[src/logic/fcei_consts.svh]
// constants of the fc error and alarm injector: offsets, fields, resets, codes
// assumes inclusion by bare name from the design files and the package user
`ifndef FCEI_CONSTS_SVH
`define FCEI_CONSTS_SVH
// ----------------------------------------------------------------
// register byte offsets
// ----------------------------------------------------------------
`define FCEI_OFS_CTRL    8'h00
`define FCEI_OFS_BURST   8'h04
`define FCEI_OFS_DEV     8'h08
`define FCEI_OFS_INSERT  8'h0c
`define FCEI_OFS_STATUS  8'h10
`define FCEI_OFS_ERRCNT  8'h14
// ----------------------------------------------------------------
// control field positions
// ----------------------------------------------------------------
`define FCEI_CTRL_ALARM_LSB  0
`define FCEI_CTRL_ERR_LSB    4
`define FCEI_CTRL_MODE_LSB   8
`define FCEI_CTRL_HIRATE_BIT 16
`define FCEI_CTRL_SHE_BIT    17
// ----------------------------------------------------------------
// reset values
// ----------------------------------------------------------------
`define FCEI_RST_BURST 16'h0001
`define FCEI_RST_DEV   16'h0000
// ----------------------------------------------------------------
// transmission characters, code is {y, x} of Dx.y
// ----------------------------------------------------------------
`define FCEI_K28_5 8'hbc
`define FCEI_D9_2  8'h49
`define FCEI_D31_5 8'hbf
`define FCEI_D21_1 8'h35
`define FCEI_D21_2 8'h55
`define FCEI_D5_2  8'h45
`define FCEI_D10_4 8'h8a
`define FCEI_D21_4 8'h95
`define FCEI_D10_2 8'h4a
// ----------------------------------------------------------------
// timing: one second at the 25 ns word clock, first ratio period
// ----------------------------------------------------------------
`define FCEI_SEC_NS    1000000000
`define FCEI_CLK_NS    25
`define FCEI_SEC_CYC   (`FCEI_SEC_NS / `FCEI_CLK_NS)
`define FCEI_RATIO_MIN 100
`define FCEI_TEN_LAST  4'h9
`endif

[src/logic/fcei_pkg.sv]
// types of the fc error and alarm injector
// assumes nothing beyond a systemverilog compiler
package fcei_pkg;
  typedef enum logic [2:0] {
    FCEI_AL_NONE = 3'b000, FCEI_AL_LR = 3'b001, FCEI_AL_LRR = 3'b010,
    FCEI_AL_NOS = 3'b011, FCEI_AL_OLS = 3'b100, FCEI_OS_RRDY = 3'b101
  } fcei_os_e;
  typedef enum logic [2:0] {
    FCEI_ER_NONE = 3'b000, FCEI_ER_BIT = 3'b001, FCEI_ER_SYM = 3'b010,
    FCEI_ER_RRDY = 3'b011, FCEI_ER_CRC = 3'b100, FCEI_ER_BLK = 3'b101
  } fcei_err_e;
  typedef enum logic [3:0] {
    FCEI_MD_OFF = 4'h0, FCEI_MD_MAN = 4'h1, FCEI_MD_SEC = 4'h2, FCEI_MD_TEN = 4'h3,
    FCEI_MD_R2 = 4'h4, FCEI_MD_R7 = 4'h9
  } fcei_mode_e;
  typedef enum logic [0:0] {
    FCEI_AS_IDLE = 1'b0, FCEI_AS_SEND = 1'b1
  } fcei_alarm_st_e;
endpackage

[src/logic/fcei_pace_if.sv]
// carrier between the injector core and its burst pacer
// assumes both ends sit on the same word clock
`timescale 1ns/10ps
interface fcei_pace_if;
  logic       restart;    // realign periods after a mode change
  logic       ratio_en;   // a ratio mode is selected
  logic [2:0] ratio_sel;  // 0 = 1e-02 .. 5 = 1e-07
  logic       sec_tick;   // one word per elapsed second
  logic       ratio_hit;  // one word per elapsed ratio period
  modport pacer (input restart, ratio_en, ratio_sel, output sec_tick, ratio_hit);
  modport user  (output restart, ratio_en, ratio_sel, input sec_tick, ratio_hit);
endinterface

[src/logic/fcei_top.sv]
// fc transmit stimulus injector: alarms, errors, pacing and tx deviation
// assumes an ahb-lite master, and a word stream with per-word markers
`timescale 1ns/10ps
`include "fcei_consts.svh"
module fcei_top
  import fcei_pkg::*;
#(
  parameter int unsigned SEC_CYC   = `FCEI_SEC_CYC,
  parameter int unsigned RATIO_MIN = `FCEI_RATIO_MIN
) (
  input  wire logic        hclk,
  input  wire logic        hresetn,
  input  wire logic        hsel,
  input  wire logic [31:0] haddr,
  input  wire logic [1:0]  htrans,
  input  wire logic        hwrite,
  input  wire logic [2:0]  hsize,
  input  wire logic [31:0] hwdata,
  input  wire logic        hready,
  output logic      [31:0] hrdata,
  output logic             hreadyout,
  output logic             hresp,
  input  wire logic [31:0] tx_in_data,     // word from the frame builder
  input  wire logic [3:0]  tx_in_k,        // control-character flags per byte
  input  wire logic        tx_in_idle,     // word is idle fill between frames
  input  wire logic        tx_in_payload,  // word lies in frame content
  input  wire logic        tx_in_crc,      // word is the frame crc
  output logic      [31:0] tx_out_data,
  output logic      [3:0]  tx_out_k,
  output logic             tx_out_symerr,  // encoder sends a bad code group
  output logic             tx_out_blkerr,  // 64b/66b coder corrupts this block
  output logic      [15:0] tx_freq_dev,    // signed line frequency offset
  output logic             ins_active      // insert indicator
);
  // ----------------------------------------------------------------
  // configuration registers
  // ----------------------------------------------------------------
  logic [2:0]  alarm_q;    // selected alarm
  logic [2:0]  err_q;      // selected error type
  logic [3:0]  mode_q;     // insertion mode
  logic        hirate_q;   // port runs fc1200 or fc1600
  logic        she_q;      // sof header eof framing
  logic [15:0] burst_q;    // errors per event
  logic [15:0] dev_q;      // deviation, two's complement
  logic [15:0] errcnt_q;   // errors inserted since reset
  logic [31:0] hrdata_q;
  logic [7:0]  addr_q;     // data-phase offset
  logic        wr_q;       // data phase of a write
  logic        ap;         // address phase taken
  logic [31:0] rd_mux;
  logic [31:0] ctrl_rd;
  logic [31:0] stat_rd;

  // ----------------------------------------------------------------
  // insertion state
  // ----------------------------------------------------------------
  logic [15:0]    left_q;    // errors still owed by the current burst
  logic [3:0]     ten_q;     // seconds into the ten-second period
  fcei_alarm_st_e ast_q;     // alarm sender state
  fcei_alarm_st_e ast_d;
  logic           err_ok;    // selected type allowed in this setup
  logic           ratio_md;  // a ratio mode is selected
  logic           trig;      // a burst starts this word
  logic           drop;      // partial burst discarded
  logic           opp;       // this word can carry the selected error
  logic           consume;   // this word carries one error
  logic           man_wr;    // software insert trigger
  logic           cfg_chg;   // error type or mode rewritten
  logic [2:0]     rom_sel;
  logic [31:0]    os_word;

  fcei_pace_if pif ();

  // ----------------------------------------------------------------
  // ahb-lite slave, zero wait states, always okay
  // ----------------------------------------------------------------
  assign ap        = hsel && hready && htrans[1];
  assign hreadyout = 1'b1;
  assign hresp     = 1'b0;
  assign hrdata    = hrdata_q;

  // control word as read back
  assign ctrl_rd = {14'h0, she_q, hirate_q, 4'h0, mode_q, 1'b0, err_q, 1'b0, alarm_q};
  assign stat_rd = {29'h0, err_ok, ast_q == FCEI_AS_SEND, ins_active};

  // address phase capture; hsize ignored since only words are mapped
  always_ff @(posedge hclk or negedge hresetn) begin
    if (!hresetn) begin
      wr_q   <= 1'b0;
      addr_q <= 8'h0;
    end else begin
      wr_q <= ap && hwrite;
      if (ap) addr_q <= haddr[7:0];
    end
  end

  // read mux, unmapped offsets read zero
  always_comb begin
    case (haddr[7:0])
      `FCEI_OFS_CTRL:   rd_mux = ctrl_rd;
      `FCEI_OFS_BURST:  rd_mux = {16'h0, burst_q};
      `FCEI_OFS_DEV:    rd_mux = {16'h0, dev_q};
      `FCEI_OFS_STATUS: rd_mux = stat_rd;
      `FCEI_OFS_ERRCNT: rd_mux = {16'h0, errcnt_q};
      default:          rd_mux = 32'h0;
    endcase
  end

  // read data registered at the address phase, stands through data phase
  always_ff @(posedge hclk or negedge hresetn) begin
    if (!hresetn) hrdata_q <= 32'h0;
    else if (ap && !hwrite) hrdata_q <= rd_mux;
  end

  // register writes land in the data phase
  always_ff @(posedge hclk or negedge hresetn) begin
    if (!hresetn) begin
      alarm_q  <= 3'h0;
      err_q    <= 3'h0;
      mode_q   <= 4'h0;
      hirate_q <= 1'b0;
      she_q    <= 1'b0;
      burst_q  <= `FCEI_RST_BURST;
      dev_q    <= `FCEI_RST_DEV;
    end else if (wr_q) begin
      case (addr_q)
        `FCEI_OFS_CTRL: begin
          alarm_q  <= hwdata[`FCEI_CTRL_ALARM_LSB +: 3];
          err_q    <= hwdata[`FCEI_CTRL_ERR_LSB +: 3];
          mode_q   <= hwdata[`FCEI_CTRL_MODE_LSB +: 4];
          hirate_q <= hwdata[`FCEI_CTRL_HIRATE_BIT];
          she_q    <= hwdata[`FCEI_CTRL_SHE_BIT];
        end
        `FCEI_OFS_BURST: burst_q <= hwdata[15:0];
        `FCEI_OFS_DEV:   dev_q   <= hwdata[15:0];
        default: ;
      endcase
    end
  end

  // deviation goes straight to the clock synthesiser; sign sets direction
  assign tx_freq_dev = dev_q;

  // ----------------------------------------------------------------
  // type availability and event decode
  // ----------------------------------------------------------------
  // types that the port setup hides behave as none
  always_comb begin
    case (fcei_err_e'(err_q))
      FCEI_ER_BIT:  err_ok = 1'b1;
      FCEI_ER_SYM:  err_ok = !hirate_q;
      FCEI_ER_RRDY: err_ok = 1'b1;
      FCEI_ER_CRC:  err_ok = !she_q;
      FCEI_ER_BLK:  err_ok = hirate_q;
      default:      err_ok = 1'b0;
    endcase
  end

  assign ratio_md = mode_q >= FCEI_MD_R2 && mode_q <= FCEI_MD_R7;
  assign man_wr   = wr_q && addr_q == `FCEI_OFS_INSERT && hwdata[0];
  assign cfg_chg  = wr_q && addr_q == `FCEI_OFS_CTRL &&
                    (hwdata[`FCEI_CTRL_ERR_LSB +: 3] != err_q ||
                     hwdata[`FCEI_CTRL_MODE_LSB +: 4] != mode_q);

  // pacer realigns whenever the error type or mode changes
  assign pif.restart   = cfg_chg;
  assign pif.ratio_en  = ratio_md;
  assign pif.ratio_sel = 3'(mode_q - FCEI_MD_R2);

  fcei_pacer #(
    .SEC_CYC   (SEC_CYC),
    .RATIO_MIN (RATIO_MIN)
  ) u_pacer (
    .hclk    (hclk),
    .hresetn (hresetn),
    .pif     (pif)
  );

  // ten-second period counted in second ticks
  always_ff @(posedge hclk or negedge hresetn) begin
    if (!hresetn) ten_q <= 4'h0;
    else if (cfg_chg) ten_q <= 4'h0;
    else if (pif.sec_tick) ten_q <= (ten_q == `FCEI_TEN_LAST) ? 4'h0 : ten_q + 4'h1;
  end

  // burst start per mode; a manual write in ratio mode falls through
  always_comb begin
    case (fcei_mode_e'(mode_q))
      FCEI_MD_MAN: trig = man_wr;
      FCEI_MD_SEC: trig = pif.sec_tick;
      FCEI_MD_TEN: trig = pif.sec_tick && ten_q == `FCEI_TEN_LAST;
      default:     trig = ratio_md && pif.ratio_hit;
    endcase
  end

  // mode off and any change of type or mode discard what is owed
  assign drop = cfg_chg || mode_q == FCEI_MD_OFF || !err_ok;

  // ----------------------------------------------------------------
  // alarm sender
  // ----------------------------------------------------------------
  // entry waits for an idle word so no frame is cut mid-way
  always_comb begin
    case (ast_q)
      FCEI_AS_IDLE: ast_d = (alarm_q != FCEI_AL_NONE && tx_in_idle) ?
                            FCEI_AS_SEND : FCEI_AS_IDLE;
      FCEI_AS_SEND: ast_d = (alarm_q == FCEI_AL_NONE) ? FCEI_AS_IDLE : FCEI_AS_SEND;
      default:      ast_d = FCEI_AS_IDLE;
    endcase
  end

  always_ff @(posedge hclk or negedge hresetn) begin
    if (!hresetn) ast_q <= FCEI_AS_IDLE;
    else ast_q <= ast_d;
  end

  // ----------------------------------------------------------------
  // error placement
  // ----------------------------------------------------------------
  // which words can carry the selected error
  always_comb begin
    case (fcei_err_e'(err_q))
      FCEI_ER_BIT:  opp = tx_in_payload;
      FCEI_ER_RRDY: opp = tx_in_idle;
      FCEI_ER_CRC:  opp = tx_in_crc;
      FCEI_ER_SYM:  opp = 1'b1;
      FCEI_ER_BLK:  opp = 1'b1;
      default:      opp = 1'b0;
    endcase
  end

  // the alarm owns the line; errors wait while it is sent
  assign consume = left_q != 16'h0 && opp && !drop && ast_d == FCEI_AS_IDLE;

  // burst bookkeeping; a fresh start reloads the full length
  always_ff @(posedge hclk or negedge hresetn) begin
    if (!hresetn) left_q <= 16'h0;
    else if (drop) left_q <= 16'h0;
    else if (trig) left_q <= burst_q;
    else if (consume) left_q <= left_q - 16'h1;
  end

  // running count of inserted errors, wraps
  always_ff @(posedge hclk or negedge hresetn) begin
    if (!hresetn) errcnt_q <= 16'h0;
    else if (consume) errcnt_q <= errcnt_q + 16'h1;
  end

  assign rom_sel = (ast_d == FCEI_AS_SEND) ? alarm_q : 3'(FCEI_OS_RRDY);

  fcei_os_rom u_rom (
    .sel     (rom_sel),
    .os_word (os_word)
  );

  // ----------------------------------------------------------------
  // output word, one word of latency
  // ----------------------------------------------------------------
  always_ff @(posedge hclk or negedge hresetn) begin
    if (!hresetn) begin
      tx_out_data   <= 32'h0;
      tx_out_k      <= 4'h0;
      tx_out_symerr <= 1'b0;
      tx_out_blkerr <= 1'b0;
    end else begin
      tx_out_data   <= tx_in_data;
      tx_out_k      <= tx_in_k;
      tx_out_symerr <= 1'b0;
      tx_out_blkerr <= 1'b0;
      if (ast_d == FCEI_AS_SEND) begin
        // every word replaced while the alarm lasts
        tx_out_data <= os_word;
        tx_out_k    <= 4'h8;
      end else if (consume) begin
        case (fcei_err_e'(err_q))
          FCEI_ER_BIT:  tx_out_data <= tx_in_data ^ 32'h1;
          FCEI_ER_CRC:  tx_out_data <= tx_in_data ^ 32'h1;
          FCEI_ER_SYM:  tx_out_symerr <= 1'b1;
          FCEI_ER_BLK:  tx_out_blkerr <= 1'b1;
          FCEI_ER_RRDY: begin
            tx_out_data <= os_word;
            tx_out_k    <= 4'h8;
          end
          default: ;
        endcase
      end
    end
  end

  // indicator: owed errors, or simply armed in the ratio modes
  always_ff @(posedge hclk or negedge hresetn) begin
    if (!hresetn) ins_active <= 1'b0;
    else if (ratio_md) ins_active <= err_ok;
    else ins_active <= left_q != 16'h0 && !drop;
  end
endmodule

[src/logic/fcei_pacer.sv]
// burst pacer: second ticks and ratio-period hits counted in transmit words
// assumes one transmission word per clock
`timescale 1ns/10ps
`include "fcei_consts.svh"
module fcei_pacer #(
  parameter int unsigned SEC_CYC   = `FCEI_SEC_CYC,
  parameter int unsigned RATIO_MIN = `FCEI_RATIO_MIN
) (
  input wire logic  hclk,
  input wire logic  hresetn,
  fcei_pace_if.pacer pif
);
  logic [31:0] sec_q;    // cycles into the current second
  logic [31:0] rat_q;    // words into the current ratio period
  logic [31:0] period;   // ratio period in words

  // period is the base times ten per decade step
  always_comb begin
    period = RATIO_MIN;
    for (int i = 0; i < 5; i++) begin
      if (i < int'(pif.ratio_sel)) period = period * 32'd10;
    end
  end

  // second counter, free running except on restart
  always_ff @(posedge hclk or negedge hresetn) begin
    if (!hresetn) sec_q <= 32'h0;
    else if (pif.restart || sec_q == SEC_CYC - 1) sec_q <= 32'h0;
    else sec_q <= sec_q + 32'h1;
  end

  // ratio counter, idle outside the ratio modes
  always_ff @(posedge hclk or negedge hresetn) begin
    if (!hresetn) rat_q <= 32'h0;
    else if (pif.restart || !pif.ratio_en || rat_q >= period - 1) rat_q <= 32'h0;
    else rat_q <= rat_q + 32'h1;
  end

  assign pif.sec_tick  = !pif.restart && (sec_q == SEC_CYC - 1);
  assign pif.ratio_hit = pif.ratio_en && !pif.restart && (rat_q >= period - 1);
endmodule

[src/logic/fcei_os_rom.sv]
// ordered-set table: four characters, comma first in the top byte
// assumes the caller flags the top byte as a control character
`timescale 1ns/10ps
`include "fcei_consts.svh"
module fcei_os_rom
  import fcei_pkg::*;
(
  input  wire logic [2:0]  sel,      // fcei_os_e code
  output logic      [31:0] os_word   // character 0 in bits 31:24
);
  // plain lookup; none yields zero
  always_comb begin
    case (fcei_os_e'(sel))
      FCEI_AL_LR:   os_word = {`FCEI_K28_5, `FCEI_D9_2, `FCEI_D31_5, `FCEI_D9_2};
      FCEI_AL_LRR:  os_word = {`FCEI_K28_5, `FCEI_D21_1, `FCEI_D31_5, `FCEI_D9_2};
      FCEI_AL_NOS:  os_word = {`FCEI_K28_5, `FCEI_D21_2, `FCEI_D31_5, `FCEI_D5_2};
      FCEI_AL_OLS:  os_word = {`FCEI_K28_5, `FCEI_D21_1, `FCEI_D10_4, `FCEI_D21_2};
      FCEI_OS_RRDY: os_word = {`FCEI_K28_5, `FCEI_D21_4, `FCEI_D10_2, `FCEI_D10_2};
      default:      os_word = 32'h0;
    endcase
  end
endmodule

[config.mk]
export PLATFORM = sky130hd
export DESIGN_NAME = fcei_top
export DESIGN_NICKNAME = d
export VERILOG_FILES = /design/src/logic/fcei_pkg.sv /design/src/logic/fcei_pace_if.sv /design/src/logic/fcei_top.sv /design/src/logic/fcei_pacer.sv /design/src/logic/fcei_os_rom.sv
export VERILOG_INCLUDE_DIRS = /design/src /design/src/logic
export SDC_FILE = /design/constraint.sdc
export NUM_CORES = 1
export LEC_CHECK = 0
export ABC_AREA = 1
export BUFFER_PORTS_ARGS = -buffer_cell sky130_fd_sc_hd__buf_2
export CAP_MARGIN = 10
export CORE_ASPECT_RATIO = 1.25
export CORE_MARGIN = 2
export CORE_UTILIZATION = 53
export CTS_CLUSTER_DIAMETER = 100
export DETAILED_ROUTE_END_ITERATION = 8
export GPL_ROUTABILITY_DRIVEN = 0
export GPL_TIMING_DRIVEN = 0
export MAX_ROUTING_LAYER = met4
export PLACE_DENSITY_LB_ADDON = 0.05
export SETUP_SLACK_MARGIN = 0.15
export SYNTH_ARGS = -nofsm -noshare
export SYNTH_HDL_FRONTEND = slang
export SYNTH_HIERARCHICAL = 1
export SYNTH_SLANG_ARGS = --single-unit
[constraint.sdc]
create_clock -name hclk -period 6.14 [get_ports hclk]
set_input_delay 0.307 -clock hclk [delete_from_list [all_inputs] [get_ports hclk]]
set_output_delay 0.307 -clock hclk [all_outputs]
set_load 0.005 [all_outputs]
==> results.cfg, run 1 <==
[outcome]
status = complete, no violations

[finish]
fin_util_pct = 64.92
area_growth_pct = 20.99
final_cell_mix = 619 x nand2_1, 237 x inv_1, 212 x nor2_1
drive_gt1_share_pct = 17.95
stdcell_count = 2734
stdcell_area_sq_um = 17840
nFillCells = 2419
diodes = 0
layout_commonest_cell = nand2_1
fin_nets = 2558

[pwr]
p_clk_share_pct = 21.2
ir_drop_mv = 0.2797
combPwrFrac_pct = 53.3
cellPowerDensity_nw_per_um2 = 383.6
seqPwrFrac_pct = 25.5
leakage_uw = 0.009302
p_int_uw = 3919
power_switching_uw = 2925
netSwitchingFraction_pct = 42.74

[yosys]
synth_top_area_cell = dfrtp_1
synth_top_flop_cell = dfrtp_1
synth-async-reset-ratio_pct = 100.0
ys_seq_area_share_pct = 35.81
yosys_warnings = 6
synth_edf_count = 0
syn_area_sq_um = 14750
yosys_register_bits = 211
avgSynthCellArea_sq_um = 6.930
synth_top_area_share_pct = 35.64
synth_area_leaders = dfrtp_1 36%, nand2_1 16%, ha_1 6.5%, inv_1 6.3%, nor2_1 5.6%
synthCells = 2128
synth_cell_type_count = 50

[floorplanning]
fp.coreArea_sq_um = 27480
initial_utilization_pct = 53.66
dieArea_sq_um = 29180
fp.dieH_um = 190.5
ios = 202
rows = 68
die_w_um = 153.2

[clock_tree]
clock-root-buffer = clkbuf_16
cts.path.max_buffers = 3
cts_buffers = 23
clk_pin_slew_worst_paths_ns = 0.07
clk-insertion-delay-late_ns = 0.51
tritoncts = done
cts.sinks = 211
htreeDepth = 1

[worst_setup_path]
critical_path_buf_inv_count = 9
crit_slowest_cell = dfrtp_1
critPathMaxFanout = 8
path_class = reg2reg
cp_data_arrival_time_ns = 6.23
path_common_cell = nand2_1
cp_top_family = simple AND/OR/NAND/NOR gates
critPathMaxStageDelay_ns = 0.40
cp-end-kind = register
r2r-start = mode_q[2]
setup.worst_path.start = mode_q[2]
start_kind = register
required_ns = 6.54

[sta]
fin_crit_sh_pct = 94.96
finalCriticalPeriod_ns = 5.831
setup_viol = 0
rsz0062_at_grt = no
max_clock_freq_ghz = 0.1715
worst_slew_pin_slew_ns = 0.8294
clock_skew_ns = 0.006814
finalHoldViolCount = 0
maxSlewHeadroom_pct = 44.71
timing_max_transition_violations_final = 0

[routing]
wl_met2_mm = 21.83
postRouteAntennaNets = 0
initialDrtViolationCount = 865
post-route-drc-count = 0
topRoutingLayerUsed = met4
wl_met3_mm = 2.229
routed_wl_mm = 43.31
wl_met1_mm = 17.59
first_pass_iters = 6
post_drt_wl_per_cell_um = 15.84
dr_total_vias = 14756
vias_per_cell = 5.397

[place]
port_buffers = 143
place_area_sq_um = 16040
dpl.cell_count = 2649
hpwlAfterDp_mm = 32.02

[global_route]
grt_pass1_vias = 14135
antenna_found_initial = 0
grt-ovfl-total = 0
grt_pass1_wl_mm = 69.21
grt_max_degree = 117
grt_usage_pct = 29.66

[run]
maxCapViolations = 0

[worst_hold_path]
min_from = hwrite
hp-class = in2reg
[sequential cells by signal, indices dropped and copies added, names as in the netlist, 4 cells and up]
register       flops
burst_q           16
left_q            16
addr_q             8
tx_out_data       32
errcnt_q          16
mode_q             4
u_pacer/sec_q     32
u_pacer/rat_q     32
tx_freq_dev       16
tx_out_k           4
hrdata            18
ten_q              4
[power by group through the flow]
stage	clock (uW)	sequential, uW	combinational [uW]
after floorplan	0	1740	2080
after global placement	0	1760	2750
after detailed placement	0	1760	2800
after CTS	1470	1740	3050
after global routing	1520	1760	4050
final	1450	1750	3650
[logic make-up (layout without fill, tap and decap cells)]
| family | count (synthesis) | in the layout | synth area share, % |
|---|---|---|---|
| simple gates | 1180 | 1180 | 34.42 |
| buf+inv | 356 | 585 | 10.65 |
| compound gates | 227 | 227 | 8.145 |
| flops | 211 | 211 | 35.81 |
| fa+ha+maj | 77 | 77 | 6.533 |
| xor+xnor | 70 | 70 | 4.157 |
| other cells | 5 | 32 | 0.1273 |
| mux | 2 | 2 | 0.1527 |
[final timing paths]
path / endpoint / slack [ns] / depth (start not counted)
min in group asynchronous: addr_q[7] / 0.42 / 2
setup / recovery: left_q[2] / 0.31 / 47
setup reg to reg: left_q[2] / 0.31 / 47
hold reg to reg: u_pacer/rat_q[0] / 0.46 / 1
max in group asynchronous: tx_out_data[23] / 4.69 / 3
hold / removal: wr_q / 0.02 / 3
[tightest hold or removal path: stages]
cell,delay [ns]
buf_2,0.11
inv_1,0.04
nor2_1,0.03
[area by class of cell]
class                           instances  area, sq um  share of cell area (%)
Sequential cell                       211         5286                   29.63
Inverter                              258        994.7                   5.575
Tap cell                              350        437.9                   2.454
Clock buffer                           25        603.1                   3.380
Clock inverter                         16        183.9                   1.031
Buffer                                 98        618.1                   3.464
Multi-Input combinational cell       1588         8615                   48.28
Timing Repair Buffer                  188         1104                   6.185
[layer usage]
metal  vias up  GRT usage, %
met5         -             -
met2       483         52.68
met4         0         10.54
met3       123         3.091
li1       7260             -
met1      6890         35.02
[Yosys cell counts (27+ instances only)]
cell / number
a21oi_1: 59
buf_4: 43
clkbuf_1: 27
dfrtp_1: 210
ha_1: 77
inv_1: 246
nand2_1: 639
nand3_1: 142
nand4_1: 67
nor2_1: 221
nor3_1: 52
o21ai_0: 130
xor2_1: 46
[stage by stage]
| step | hold WS [ns] | worst slack (ns) | TNS (ns) | power (uW) |
|---|---|---|---|---|
| CTS | 0.001127 | 0.1607 | 0 | 6264 |
| floorplan | 0.01141 | 0.4335 | 0 | 3813 |
| detailed placement | 0.4085 | -1.045 | -35.64 | 4565 |
| finish | 0.01965 | 0.3093 | 0 | 6845 |
| global placement | 0.4431 | -0.9768 | -32.21 | 4507 |
| global route | 0.01864 | 0.07066 | 0 | 7339 |
[repair_timing]
action,in CTS,in global routing
gates resized for setup,49,87
hold buffers,4,0
cloned,0,1
buffers inserted,8,31
setup endpoints to repair,48,47
hold endpoints to repair,98,0
pin swaps,8,40
(Power assumes the default switching activity.)
==> inputs of run 2 (changes only) <==
Settings changed: CORE_UTILIZATION 53 to 31, CTS_BUF_LIST set to sky130_fd_sc_hd__clkbuf_4 sky130_fd_sc_hd__clkbuf_8.
==> results.cfg, run 2 (synthesis results as in run 1) <==
[pwr]
cellPowerDensity_nw_per_um2 = 370.5
netSwitchingFraction_pct = 43.67
power_switching_uw = 3011
total_power_uw = 6895
combPwrFrac_pct = 54.0
p_clk_share_pct = 20.6
seqPwrFrac_pct = 25.4
p_int_uw = 3884
ir_drop_mv = 0.1776
leakage_uw = 0.009496

[floorplanning]
die_w_um = 199.1
fp.coreArea_sq_um = 47100
initial_utilization_pct = 31.31
rows = 89
ios = 202
dieArea_sq_um = 49340
fp.dieH_um = 247.9

[clock_tree]
clk-insertion-delay-late_ns = 0.63
cts.path.max_buffers = 3
cts_buffers = 40
tritoncts = done
cts.sinks = 211
clock-root-buffer = clkbuf_8
clk_pin_slew_worst_paths_ns = 0.06
htreeDepth = 2

[worst_hold_path]
hp-class = in2reg
min_path_cells = 5

[sta]
worst_slew_pin_slew_ns = 0.8310
setup_viol = 0
hold_slack_ns = 0.04296
finalHoldViolCount = 0
setup_ws_ns = 0.3341
maxSlewHeadroom_pct = 44.40
rsz0062_at_grt = yes
timing_max_transition_violations_final = 0
fin_crit_sh_pct = 94.56
clock_skew_ns = 0.04513
finalCriticalPeriod_ns = 5.806
max_clock_freq_ghz = 0.1722

[finish]
drive_gt1_share_pct = 19.01
layout_commonest_cell = nand2_1
fin_util_pct = 39.51
stdcell_count = 3085
nFillCells = 5072
biggestRegsByFlops = tx_out_data x32, u_pacer/rat_q x32, u_pacer/sec_q x32
final_cell_mix = 613 x nand2_1, 236 x inv_1, 212 x nor2_1
fin_nets = 2612
area_growth_pct = 26.21

[global_route]
busiest_layer = met2
met1_usage_pct = 24.82
grt_pass1_wl_mm = 78.67
met2_usage_pct = 36.64
grt-ovfl-total = 0
grtUsageMet3_pct = 3.166
grt_pass1_vias = 14604
antenna_found_initial = 2
grt_max_degree = 97
grt_usage_pct = 20.94

[routing]
dr_total_vias = 14660
postRouteAntennaNets = 0
routed_wl_mm = 49.90
first_pass_iters = 7
initialDrtViolationCount = 844
post_drt_wl_per_cell_um = 16.17
post-route-drc-count = 0
vias_per_cell = 4.752

[worst_setup_path]
critPathMaxFanout = 8
path_class = reg2reg
start_kind = register
crit_slowest_cell = dfrtp_1
required_ns = 6.63
worstRegToRegCells = 40
cp_data_arrival_time_ns = 6.29
cp-end-kind = register
critPathMaxStageDelay_ns = 0.40

[outcome]
status = complete, no violations

[place]
port_buffers = 143
hpwlAfterDp_mm = 37.59
dpl.cell_count = 2937
place_ws_ns = -1.316

[run]
maxCapViolations = 0
run 2: area by class of cell:
type / count / area [sq um] / share of cell area (%)
antenna: 2 / 5.005 / 0.02689
inverter: 258 / 999.7 / 5.371
sequential: 211 / 5286 / 28.40
clock inverter: 6 / 53.80 / 0.2891
clock buffer: 60 / 732.0 / 3.933
multi-input combinational: 1588 / 8633 / 46.39
buffer: 98 / 609.3 / 3.274
tap: 637 / 797.0 / 4.282
timing repair buffer: 225 / 1495 / 8.034
run 2: power groups by stage:
| stage | registers (uW) | clock network, uW | logic [uW] |
|---|---|---|---|
| 3_3_place_gp | 1780 | 0 | 2860 |
| 5_1_grt | 1780 | 1540 | 4200 |
| 6_report | 1750 | 1420 | 3720 |
| 3_5_place_dp | 1780 | 0 | 2880 |
| 4_1_cts | 1760 | 1480 | 3190 |
| 2_1_floorplan | 1740 | 0 | 2080 |
run 2: worst paths after layout:
path                                       start  slack (ns)                end
worst max-delay path                   mode_q[2]        0.33         left_q[14]
worst min-delay path              tx_in_data[11]        0.04    tx_out_data[11]
worst max register to register         mode_q[2]        0.33         left_q[14]
worst min register to register  u_pacer/rat_q[0]        0.47   u_pacer/rat_q[0]
max in group asynchronous                hresetn        4.77  u_pacer/sec_q[28]
min in group asynchronous                hresetn        0.13          hrdata[4]
run 2: per-stage QoR:
step                      setup TNS, ns  cell area, sq um
after floorplan                       0             14850
after global placement           -44.30             16360
after detailed placement         -44.66             16430
after CTS                             0             17980
after global routing                  0             18610
final                                 0             18610
run 2: worst max-delay path, delay by kind of cell (launching register included):
kind                       cells  cell delay [ns]
DFF                            1             0.40
and+or+nand+nor               21             2.10
AOI/OAI and AO/OA              6             0.95
buffers and inverters          7             0.75
adders and majority gates      6             1.47
run 2: layer usage:
metal / part of all wire, % / vias to the layer above
met2: 51 / 290
met4: 2.7 / 0
met5: 0 / -
met1: 42 / 6919
met3: 3.9 / 93
li1: - / 7358
run 2: repair_timing:
action	CTS	global route
hold buffers	39	0
setup buffers	13	28
setup endpoints to repair	48	46
resized for setup	59	85
hold endpoints to repair	169	0
gates cloned	0	0
pin swaps	13	51
